File: src/rtl/cspp_pkg.sv
package cspp_pkg;
   // full 16-bit register byte addresses (even offsets); drain select printed at its own offset
   localparam logic [15:0] ADDR_B_DRAIN = 16'hf1d2;
   localparam logic [15:0] ADDR_B_DATA = 16'hf1d0;
   localparam logic [15:0] ADDR_B_DIR = 16'hf1d4;
   localparam logic [15:0] ADDR_A_DRAIN = 16'hf1e0;
   localparam logic [15:0] ADDR_A_LATCH = 16'hf1e2;
   localparam logic [15:0] ADDR_A_DIR = 16'hf1e4;
   localparam logic [15:0] ADDR_RESET_CFG = 16'hf1e6;
   localparam logic [15:0] ADDR_CTRL = 16'hf1e8;
   localparam logic [15:0] ADDR_IRQ_STATUS = 16'hf1ea;
   localparam logic [15:0] ADDR_IRQ_ENABLE = 16'hf1ec;
   localparam logic [15:0] ADDR_IRQ_CLEAR = 16'hf1ee;
   localparam logic [15:0] ADDR_PIN_B = 16'hf1f0;
   localparam logic [7:0] RESET_BYTE = 8'h00;
   localparam logic [15:0] RESET_WORD = 16'h0000;
   // select count codes
   localparam logic [1:0] SEL_NONE = 2'b10;
   localparam logic [1:0] SEL_TWO = 2'b01;
   localparam logic [1:0] SEL_THREE = 2'b00;
   localparam logic [1:0] SEL_FIVE = 2'b11;
   // field positions
   localparam int COUNT_LSB = 1;
   localparam int CTRL_ARB_BIT = 0;
   localparam int CTRL_HOLD_BIT = 1;
   localparam int CTRL_PWM_LSB = 4;
   localparam int CTRL_CC_LSB = 8;
   localparam int CTRL_CCDIR_LSB = 12;
   // capture sampling period in cpu clocks
   localparam int SAMPLE_CYCLES = 8;
   localparam logic [2:0] SAMPLE_LAST = 3'(SAMPLE_CYCLES - 1);
   typedef enum logic [1:0] {
      CSPP_RUN = 2'b00,
      CSPP_HOLD_KICK = 2'b01,
      CSPP_HOLD = 2'b10
   } cspp_hold_t;
endpackage

File: src/rtl/cspp_top.sv
// Decided for this implementation: the plain strobed port.
`timescale 1ns/10ps
module cspp_top
   import cspp_pkg::*;
(
   input wire logic clk,
   input wire logic rst,
   input wire logic [15:0] addr,
   input wire logic [15:0] wdata,
   input wire logic wr,
   input wire logic rd,
   output logic [15:0] rdata,
   input wire logic [1:0] strap_count,
   input wire logic [4:0] window_select_n,
   input wire logic bus_want_req_n,
   input wire logic bus_takeover_grant_int_n,
   input wire logic [7:0] port_a_in,
   output logic [7:0] port_a_out,
   output logic [7:0] port_a_oe,
   output logic [4:0] port_a_pullup,
   input wire logic [3:0] pwm_channel_pin,
   input wire logic [3:0] compare_out,
   input wire logic [3:0] compare_out_strobe,
   input wire logic [7:0] port_b_in,
   output logic [7:0] port_b_out,
   output logic [7:0] port_b_oe,
   output logic [3:0] capture_event,
   output logic hold_request,
   output logic irq
);
   logic [1:0] select_count_field;
   logic [1:0] strap_sync1;
   logic [1:0] strap_sync2;
   logic [7:0] next_a_out;
   logic [7:0] next_a_oe;
   logic [4:0] next_pullup;
   logic [7:0] next_b_out;
   logic [7:0] next_b_oe;
   logic [2:0] arb_level;
   localparam logic [2:0] ARB_DRIVE = 3'b110;
   logic [7:0] port_a_drain_select;
   logic [7:0] port_a_latch;
   logic [7:0] port_a_dir;
   logic [7:0] port_b_data;
   logic [7:0] port_b_direction;
   logic [7:0] port_b_drain_select;
   logic [15:0] ctrl;
   logic [7:0] a_sync1, a_sync2, b_sync1, b_sync2;
   logic [2:0] sample_cnt;
   logic [3:0] cap_prev;
   logic [3:0] next_capture;
   logic [3:0] irq_status, irq_enable;
   cspp_hold_t hold_state;
   logic [4:0] sel_mask;
   logic arbitration_enable;

   function automatic logic [4:0] count_mask(input logic [1:0] code);
      unique case (code)
         SEL_NONE: count_mask = 5'h00;
         SEL_TWO: count_mask = 5'h03;
         SEL_THREE: count_mask = 5'h07;
         SEL_FIVE: count_mask = 5'h1f;
      endcase
   endfunction

   // register hit: strobe high beside a matching address
   function automatic logic hit(input logic strobe, input logic [15:0] at,
                                input logic [15:0] reg_addr);
      hit = strobe && (at == reg_addr);
   endfunction

   // open drain: only a low is driven, a high floats
   function automatic logic gpio_level(input logic latch, input logic od);
      gpio_level = latch && !od;
   endfunction

   function automatic logic gpio_drive(input logic dir, input logic latch, input logic od);
      gpio_drive = dir && !(od && latch);
   endfunction

   assign sel_mask = count_mask(select_count_field);
   assign arbitration_enable = ctrl[CTRL_ARB_BIT];
   assign arb_level = {bus_want_req_n, bus_takeover_grant_int_n, 1'b0};

   // strap pins pass two flops before the count logic sees them
   always_ff @(posedge clk) begin
      strap_sync1 <= strap_count;
      strap_sync2 <= strap_sync1;
   end

   // count follows the strap through reset and freezes at release
   always_ff @(posedge clk) begin
      if (rst) begin
         select_count_field <= strap_sync2;
      end
   end

   always_ff @(posedge clk) begin
      a_sync1 <= port_a_in;
      a_sync2 <= a_sync1;
   end

   always_ff @(posedge clk) begin
      b_sync1 <= port_b_in;
      b_sync2 <= b_sync1;
   end

   always_ff @(posedge clk) begin
      if (rst) begin
         port_a_drain_select <= RESET_BYTE;
      end else if (hit(wr, addr, ADDR_A_DRAIN)) begin
         port_a_drain_select <= wdata[7:0];
      end
   end

   always_ff @(posedge clk) begin
      if (rst) begin
         port_a_latch <= RESET_BYTE;
      end else if (hit(wr, addr, ADDR_A_LATCH)) begin
         port_a_latch <= wdata[7:0];
      end
   end

   always_ff @(posedge clk) begin
      if (rst) begin
         port_a_dir <= RESET_BYTE;
      end else if (hit(wr, addr, ADDR_A_DIR)) begin
         port_a_dir <= wdata[7:0];
      end
   end

   always_ff @(posedge clk) begin
      if (rst) begin
         port_b_direction <= RESET_BYTE;
      end else if (hit(wr, addr, ADDR_B_DIR)) begin
         port_b_direction <= wdata[7:0];
      end
   end

   always_ff @(posedge clk) begin
      if (rst) begin
         port_b_drain_select <= RESET_BYTE;
      end else if (hit(wr, addr, ADDR_B_DRAIN)) begin
         port_b_drain_select <= wdata[7:0];
      end
   end

   always_ff @(posedge clk) begin
      if (rst) begin
         ctrl <= RESET_WORD;
      end else if (hit(wr, addr, ADDR_CTRL)) begin
         ctrl <= wdata;
      end
   end

   always_ff @(posedge clk) begin
      if (rst) begin
         irq_enable <= 4'h0;
      end else if (hit(wr, addr, ADDR_IRQ_ENABLE)) begin
         irq_enable <= wdata[3:0];
      end
   end

   // port B latch: lines 7..4 take compare output ahead of the latch
   always_ff @(posedge clk) begin
      if (rst) begin
         port_b_data <= RESET_BYTE;
      end else begin
         for (int i = 0; i < 8; i++) begin
            if (i >= 4 && compare_out_strobe[i-4]) begin
               port_b_data[i] <= compare_out[i-4];
            end else if (hit(wr, addr, ADDR_B_DATA)) begin
               port_b_data[i] <= wdata[i];
            end
         end
      end
   end

   // hold entry: drive selects high one cycle, then let the pull-up hold the selects not set open drain
   always_ff @(posedge clk) begin
      if (rst) begin
         hold_state <= CSPP_RUN;
      end else begin
         unique case (hold_state)
            CSPP_RUN: if (ctrl[CTRL_HOLD_BIT]) hold_state <= CSPP_HOLD_KICK;
            CSPP_HOLD_KICK: hold_state <= CSPP_HOLD;
            CSPP_HOLD: if (!ctrl[CTRL_HOLD_BIT]) hold_state <= CSPP_RUN;
            default: hold_state <= CSPP_RUN;
         endcase
      end
   end

   // port A select lines; latch writes reach only the lines outside the select count
   for (genvar ga = 0; ga < 5; ga++) begin : g_sel
      logic gp_level;
      logic gp_drive;
      assign gp_level = gpio_level(port_a_latch[ga], port_a_drain_select[ga]);
      assign gp_drive = gpio_drive(port_a_dir[ga], port_a_latch[ga], port_a_drain_select[ga]);
      assign next_a_out[ga] = !sel_mask[ga] ? gp_level
                              : (hold_state == CSPP_RUN) ? window_select_n[ga]
                              : 1'b1;
      // hold drives the line high for one cycle, then lets it go
      assign next_a_oe[ga] = !sel_mask[ga] ? gp_drive
                             : (hold_state == CSPP_RUN)
                             ? !(port_a_drain_select[ga] && window_select_n[ga])
                             : (hold_state == CSPP_HOLD_KICK);
      assign next_pullup[ga] = sel_mask[ga] && (hold_state != CSPP_RUN)
                               && !port_a_drain_select[ga];
   end

   // port A arbitration lines
   for (genvar gr = 5; gr < 8; gr++) begin : g_arb
      assign next_a_out[gr] = arbitration_enable ? arb_level[gr-5]
                              : gpio_level(port_a_latch[gr], port_a_drain_select[gr]);
      assign next_a_oe[gr] = arbitration_enable ? ARB_DRIVE[gr-5]
                             : gpio_drive(port_a_dir[gr], port_a_latch[gr],
                                          port_a_drain_select[gr]);
   end

   always_ff @(posedge clk) begin
      if (rst) begin
         port_a_out <= 8'h1f;
         port_a_oe <= 8'h00;
         port_a_pullup <= 5'h1f;
      end else begin
         port_a_out <= next_a_out;
         port_a_oe <= next_a_oe;
         port_a_pullup <= next_pullup;
      end
   end

   always_ff @(posedge clk) begin
      if (rst) begin
         hold_request <= 1'b0;
      end else begin
         hold_request <= arbitration_enable && !a_sync2[5];
      end
   end

   // port B pins
   for (genvar gb = 0; gb < 8; gb++) begin : g_port_b
      logic level;
      logic drive;
      if (gb < 4) begin : g_pwm
         assign level = port_b_data[gb]
                        ^ (ctrl[CTRL_PWM_LSB+gb] && pwm_channel_pin[gb]);
         assign drive = ctrl[CTRL_PWM_LSB+gb] || port_b_direction[gb];
      end else begin : g_capcom
         assign level = port_b_data[gb];
         assign drive = ctrl[CTRL_CC_LSB+gb-4] ? ctrl[CTRL_CCDIR_LSB+gb-4]
                        : port_b_direction[gb];
      end
      assign next_b_out[gb] = gpio_level(level, port_b_drain_select[gb]);
      assign next_b_oe[gb] = gpio_drive(drive, level, port_b_drain_select[gb]);
   end

   always_ff @(posedge clk) begin
      if (rst) begin
         port_b_out <= RESET_BYTE;
         port_b_oe <= RESET_BYTE;
      end else begin
         port_b_out <= next_b_out;
         port_b_oe <= next_b_oe;
      end
   end

   // capture sampling period counter
   always_ff @(posedge clk) begin
      if (rst) begin
         sample_cnt <= 3'h0;
      end else begin
         sample_cnt <= (sample_cnt == SAMPLE_LAST) ? 3'h0 : sample_cnt + 3'h1;
      end
   end

   always_ff @(posedge clk) begin
      if (rst) begin
         cap_prev <= 4'h0;
         capture_event <= 4'h0;
      end else if (sample_cnt == SAMPLE_LAST) begin
         cap_prev <= b_sync2[7:4];
         capture_event <= next_capture;
      end else begin
         capture_event <= 4'h0;
      end
   end
   assign next_capture = (b_sync2[7:4] ^ cap_prev) & ctrl[CTRL_CC_LSB +: 4]
                         & ~ctrl[CTRL_CCDIR_LSB +: 4];

   // sticky status; set wins over clear
   always_ff @(posedge clk) begin
      if (rst) begin
         irq_status <= 4'h0;
      end else begin
         irq_status <= (irq_status & ~(hit(wr, addr, ADDR_IRQ_CLEAR) ? wdata[3:0] : 4'h0))
                       | capture_event;
      end
   end

   always_ff @(posedge clk) begin
      if (rst) begin
         irq <= 1'b0;
      end else begin
         irq <= |(irq_status & irq_enable);
      end
   end

   always_ff @(posedge clk) begin
      if (rst) begin
         rdata <= RESET_WORD;
      end else if (rd) begin
         unique case (addr)
            ADDR_A_DRAIN: rdata <= {8'h00, port_a_drain_select};
            ADDR_A_LATCH: rdata <= {8'h00, port_a_latch};
            ADDR_A_DIR: rdata <= {8'h00, port_a_dir};
            ADDR_B_DATA: rdata <= {8'h00, port_b_data};
            ADDR_B_DIR: rdata <= {8'h00, port_b_direction};
            ADDR_B_DRAIN: rdata <= {8'h00, port_b_drain_select};
            ADDR_RESET_CFG: rdata <= {13'h0000, select_count_field, 1'b0};
            ADDR_CTRL: rdata <= ctrl;
            ADDR_IRQ_STATUS: rdata <= {12'h000, irq_status};
            ADDR_IRQ_ENABLE: rdata <= {12'h000, irq_enable};
            ADDR_PIN_B: rdata <= {a_sync2, b_sync2};
            default: rdata <= RESET_WORD;
         endcase
      end else begin
         rdata <= RESET_WORD;
      end
   end
endmodule

File: config.mk
export PLATFORM = sky130hd
export DESIGN_NAME = cspp_top
export DESIGN_NICKNAME = d
export VERILOG_FILES = /design/src/rtl/cspp_pkg.sv /design/src/rtl/cspp_top.sv
export SDC_FILE = /design/constraint.sdc
export NUM_CORES = 1
export LEC_CHECK = 0
export BUFFER_PORTS_ARGS = -buffer_cell sky130_fd_sc_hd__buf_2
export CORE_MARGIN = 2
export CORE_UTILIZATION = 45
export CTS_BUF_LIST = sky130_fd_sc_hd__clkbuf_8
export DETAILED_ROUTE_END_ITERATION = 6
export GPL_TIMING_DRIVEN = 1
export HOLD_SLACK_MARGIN = 0.03
export PLACE_DENSITY = 0.74
export RECOVER_POWER = 50
export SYNTH_ARGS = -nofsm -noshare
export SYNTH_HDL_FRONTEND = slang
export SYNTH_SLANG_ARGS = --single-unit
File: constraint.sdc
create_clock -name clk -period 2.35 [get_ports clk]
set_input_delay 0.1175 -clock clk [delete_from_list [all_inputs] [get_ports clk]]
set_output_delay 0.1175 -clock clk [all_outputs]
set_load 0.005 [all_outputs]
==> metrics.txt, run 1 <==
status=finished, final reports clean; Std-Cell Rows=44; Post-synth EDFFs=2; Hold Path Origin=pwm_channel_pin[0]; final period utilization=0.775; TritonRoute pass-1 iters=5; Period minus WS final=1.82 ns; Netlist Area Pre-Place=6640 um^2; vias in the first global route=5802; #FFs+latches synth=178; Switching Share=0.232; core area=14500 um^2; Tightest Hold Check Type=in -> reg; I/O pin cnt=132; Sink Count=178; reg-to-reg startpoint=sample_cnt[0]; Mapped Avg Cell Area=9.36 um^2; WP buf/inv=3; Max Clk Rate=549 MHz; filler cell count=1255; RSZ-0062 raised after global routing=no; P_leak=3.28 nW; cts-stage hold buffer count=51; Clock Latency Late Sink=0.47 ns; post-cts gate resize count=0; Clock transition at path regs=0.08 ns; critical path, cell by cell=dlygate4sd3_1 -> buf_4 -> clkbuf_4; CTS Buf Count=17; NetSw=1.32 mW; cell area after placement=7520 um^2; detailed placement HPWL=13.7 mm; largest net degree at the start of global routing=96; Seq pwr share=0.546; Layout area overhead=26.8%; proportion of layout cells with a drive suffix above 1=0.199; Finished Cell Area=8420 um^2; ys flop type=dfxtp_1; Worst Path Arrival=1.91 ns; Setup crit start=rst; Logic pwr share=0.060; Residual DRC=0; via/cell ratio=5.57; wire length of the first global-routing pass=30.7 mm; CP required=2.44 ns; Max stage delay on crit path=0.89 ns; DIE AREA=15800 um^2; WL final=19.7 mm; die span in x=126 um; sequential cell area fraction in the yosys report=0.539; syn nets=787; Antenna diodes=0; port bufs=131; power per standard cell area=676 nW/um^2; Slew headroom=0.307; CP Capture Type=flip-flop; Clk network pwr share=0.394; GRT Total Usage=0.250; max-cap viol count=0; critical path fanouts, max=95; Slew @ Worst Pin=1.04 ns; Fin Clk Skew=0.0140 ns; Worst path slowest cell=clkbuf_4; htree depth=4; Starting Density=0.459; asr flop ratio synth=0; number of routed nets with antenna violations=0; Worst IR Drop VDD=435 uV; final hold violation count=0; Setup Fix Bufs, Post-CTS=0; clk buf depth=2; drt wl/cell=18.1 um; Slew Viols, Final=0; setup violators final=0; Internal Dissipation=4.37 mW; critical path class=in -> reg; grt ovf=0; Ys Warns=0; initial antenna violation count=0; post-synth cell types=55; Die Y=126 um; Setup TNS=0 ns; Final nets=968; initial drt markers=602; delay-heaviest family, CP=buffers and inverters; Vias=6064; Synth Instances=710; CTS tree=done; root cell of the clock tree=clkbuf_8; GPL Wtd Cong=0.948; critical path launch point type=input port
==> through the flow <==
step	utilization	std cells	power, mW	worst slack, ns	hold slack (ns)
finish	0.582	1088	5.70	0.529	0.0582
global route	0.582	1088	5.91	0.445	0.0636
CTS	0.584	1088	5.74	0.623	0.0416
detailed placement	0.519	1005	3.45	0.384	0.221
global placement	0.519	1005	3.45	0.387	0.220
floorplan	-	710	3.30	0.685	0.145
==> synthesized netlist by cell type (7+ instances only) <==
cell      number  area (um^2)
nand2_1      125          469
dfxtp_1      176         3520
o21ai_0        8         40.0
nor3_1        23          115
nand3_1       13         65.1
a21oi_1       66          330
mux2i_1       26          260
clkbuf_1      30          113
inv_1         16         60.1
nor2b_1        7         43.8
nor3b_1       10         75.1
a22oi_1       22          165
and4b_1        7         70.1
nor2_1        61          229
a31oi_1       16          100
a32oi_1       11         96.3
==> worst register-to-register path, stage by stage, from the launching register on <==
cell      delay (ns)
dfxtp_1         0.35
ha_1            0.15
ha_1            0.39
nand2b_1        0.22
nor4b_1         0.46
==> cell families after synthesis <==
kind of cell,share of synthesized area
DFF,0.539
AOI/OAI and AO/OA,0.143
adders and majority gates,0.00904
muxes,0.0476
buffers and inverters,0.0322
and+or+nand+nor,0.218
xor gates and xnor gates,0.0105
==> sequential cells by signal (all words and copies together), names as in the netlist, 5 cells and up <==
signal and flops:
port_a_latch 8, a_sync1 8, port_b_direction 8, rdata 16
port_b_drain_select 8, port_a_oe 8, port_a_drain_select 8, port_b_oe 8
port_a_dir 8, port_b_data 8, port_b_out 8, port_a_pullup 5
b_sync2 8, b_sync1 8, ctrl 16, port_a_out 8
a_sync2 8
==> per-layer routing <==
layer	up-vias	track usage	routed length, um
met5	-	0	0
met4	0	0.122	751
met3	55	0.0526	1790
met2	335	0.382	8720
met1	2807	0.337	8450
li1	2867	-	-
==> layout make-up <==
type                       count  area [um^2]  share of cell area
multi-input combinational    479         2850               0.338
clock buffer                  19          262              0.0310
timing repair buffer         199         1270               0.151
clock inverter                13          170              0.0202
sequential                   178         3580               0.425
tap                          184          230              0.0273
inverter                      16         60.1             0.00713
==> power groups by stage <==
stage | Clock, mW | Combinational (mW) | Sequential (mW)
finish | 2.25 | 0.342 | 3.11
global route | 2.42 | 0.369 | 3.12
CTS | 2.29 | 0.340 | 3.11
detailed placement | 0 | 0.272 | 3.18
global placement | 0 | 0.272 | 3.18
floorplan | 0 | 0.131 | 3.17
==> path summary, 6_finish.rpt <==
check / slack (ns) / depth (start not counted) / to
worst max-delay path: 0.53 / 3 / select_count_field[1]
worst min-delay path: 0.06 / 4 / port_b_out[0]
worst max register to register: 0.65 / 4 / capture_event[1]
worst min register to register: 0.33 / 0 / strap_sync2[0]
==> cells in the final DEF, fill, tap and decap left out, drive strengths merged, types with 5 or more instances in the layout <==
cell type and count:
nand2 127, dfxtp 176, nor3b 10, mux2 5, a22oi 22, clkbuf 39, and4b 7, a31oi 16
dlygate4sd3 51, buf 128, a32oi 11, mux2i 26, inv 23, nor4b 8, o21ai 8, nand3 13
a21oi 66, a221oi 6, nor2b 7, nor2 63, nor3 24
(Power assumes the default switching activity.)
==> run 2, diff against run 1 <==
==> constraint.sdc (replaced) <==
create_clock -name clk -period 1.8 [get_ports clk]
set_input_delay 0.09 -clock clk [delete_from_list [all_inputs] [get_ports clk]]
set_output_delay 0.09 -clock clk [all_outputs]
set_load 0.005 [all_outputs]
==> metrics.txt, run 2 (synthesis results as in run 1) <==
Switching Share=0.247; Worst path slowest cell=dlygate4sd3_1; final cell count without fillers=1104; Clock transition at path regs=0.09 ns; commonest cells after routing, fill and taps aside=dfxtp_1 (176), nand2_1 (125), buf_2 (112); Internal Dissipation=5.22 mW; wire length of the first global-routing pass=31.2 mm; Period minus WS final=1.68 ns; critical path class=in -> reg; P_leak=3.32 nW; Final Util=0.585; Logic pwr share=0.066; DIE AREA=15800 um^2; CTS Buf Count=17; Largest regs=ctrl x16, rdata x16; power per standard cell area=818 nW/um^2; Tightest Hold Check Type=in -> reg; Seq pwr share=0.585; grt ovf=0; die span in x=126 um; Slew @ Worst Pin=0.870 ns; Worst IR Drop VDD=622 uV; Slew Viols, Final=0; Setup TNS=0 ns; largest net degree at the start of global routing=62; Finished Cell Area=8470 um^2; Clk network pwr share=0.349; Starting Density=0.459; initial drt markers=566; CP required=2.22 ns; CTS tree=done; placed cell count=1022; port bufs=131; cell area after placement=7650 um^2; Fin Clk Skew=0.0139 ns; Residual DRC=0; core area=14500 um^2; initial antenna violation count=0; RSZ-0062 raised after global routing=no; setup violators final=0; vias in the first global route=5855; final hold violation count=0; Sequential Area=3580 um^2; GPL Wtd Cong=0.936; Layout area overhead=27.5%; Std-Cell Rows=44; Max stage delay on crit path=0.59 ns; Clock Latency Late Sink=0.48 ns; drt wl/cell=17.9 um; CP most frequent cell=buf_4; GRT Total Usage=0.254; number of routed nets with antenna violations=0; critical path fanouts, max=7; Vias=6134; critical path launch point type=input port; I/O pin cnt=132; Antenna diodes=0; TritonRoute pass-1 iters=6; Worst Path Arrival=2.11 ns; CP Capture Type=flip-flop; proportion of layout cells with a drive suffix above 1=0.211; Final nets=986; NetSw=1.71 mW; Die Y=126 um; most common cell after layout, fill and taps aside=dfxtp_1; critical path, cell by cell=buf_2 -> nor4b_4 -> buf_4 -> and4_2 -> buf_4 -> a31oi_1 -> a221oi_1 -> dlygate4sd3_1; WP buf/inv=4; root cell of the clock tree=clkbuf_8; Slew headroom=0.420; Sink Count=178; htree depth=4; WL final=19.8 mm; Max Clk Rate=594 MHz; Multi-input gate area=2850 um^2; filler cell count=1285; final period utilization=0.935; delay-heaviest family, CP=buffers and inverters; status=finished, final reports clean; clk buf depth=2; via/cell ratio=5.56; Setup Fix Bufs, Post-CTS=0; detailed placement HPWL=13.7 mm; max-cap viol count=0
[run 2: cell count changes in the layout (fill, tap and decap cells not counted), sizes merged]
cell         delta
bufinv          -3
inv             -2
dlygate4sd3     +1
clkinvlp        +2
buf            +16
clkinv          +2
[run 2: worst paths after layout]
check / from / endpoint / slack, ns / cells after the start
max: addr[9] / port_b_data[4] / 0.12 / 8
max reg2reg: irq_enable[3] / rdata[3] / 0.36 / 5
min reg2reg: b_sync1[7] / b_sync2[7] / 0.33 / 0
min: pwm_channel_pin[3] / port_b_out[3] / 0.09 / 4
[run 2: per-stage QoR]
stage | power (mW) | setup slack [ns] | hold slack (ns)
6_report | 6.93 | 0.118 | 0.0911
5_1_grt | 7.17 | 0.0415 | 0.116
4_1_cts | 6.98 | 0.165 | 0.0851
3_5_place_dp | 4.51 | -0.0822 | 0.194
3_3_place_gp | 4.51 | -0.0308 | 0.192
2_1_floorplan | 4.31 | 0.163 | 0.118
[run 2: layout make-up]
class,count,area share
timing repair buffer,217,0.167
clock inverter,12,0.0105
multi-input combinational,479,0.336
clock buffer,18,0.0292
sequential,178,0.423
tap,184,0.0272
inverter,16,0.00709
[run 2: power groups by stage]
stage                     Clock (mW)  Combinational (mW)  Sequential (mW)
after floorplan                    0               0.171             4.14
after global placement             0               0.361             4.15
after detailed placement           0               0.363             4.15
after CTS                       2.47               0.453             4.06
after global routing            2.60               0.497             4.07
final                           2.42               0.459             4.06
[run 2: layer usage]
metal,wire (um),GRT usage
met5,0,0
met4,671,0.122
met3,2010,0.0689
met2,8910,0.381
met1,8160,0.339
[run 2: repair_timing]
action,CTS,global route
hold buffers,52,0
resized for setup,0,1
endpoints found under the hold margin,95,0
endpoints found under the setup margin,0,2
[run 2: worst reg2reg max path: cells and delay by family, from the launching register on]
family          cells  cell delay, ns
compound gates      4            0.79
simple gates        1            0.20
flops               1            0.33
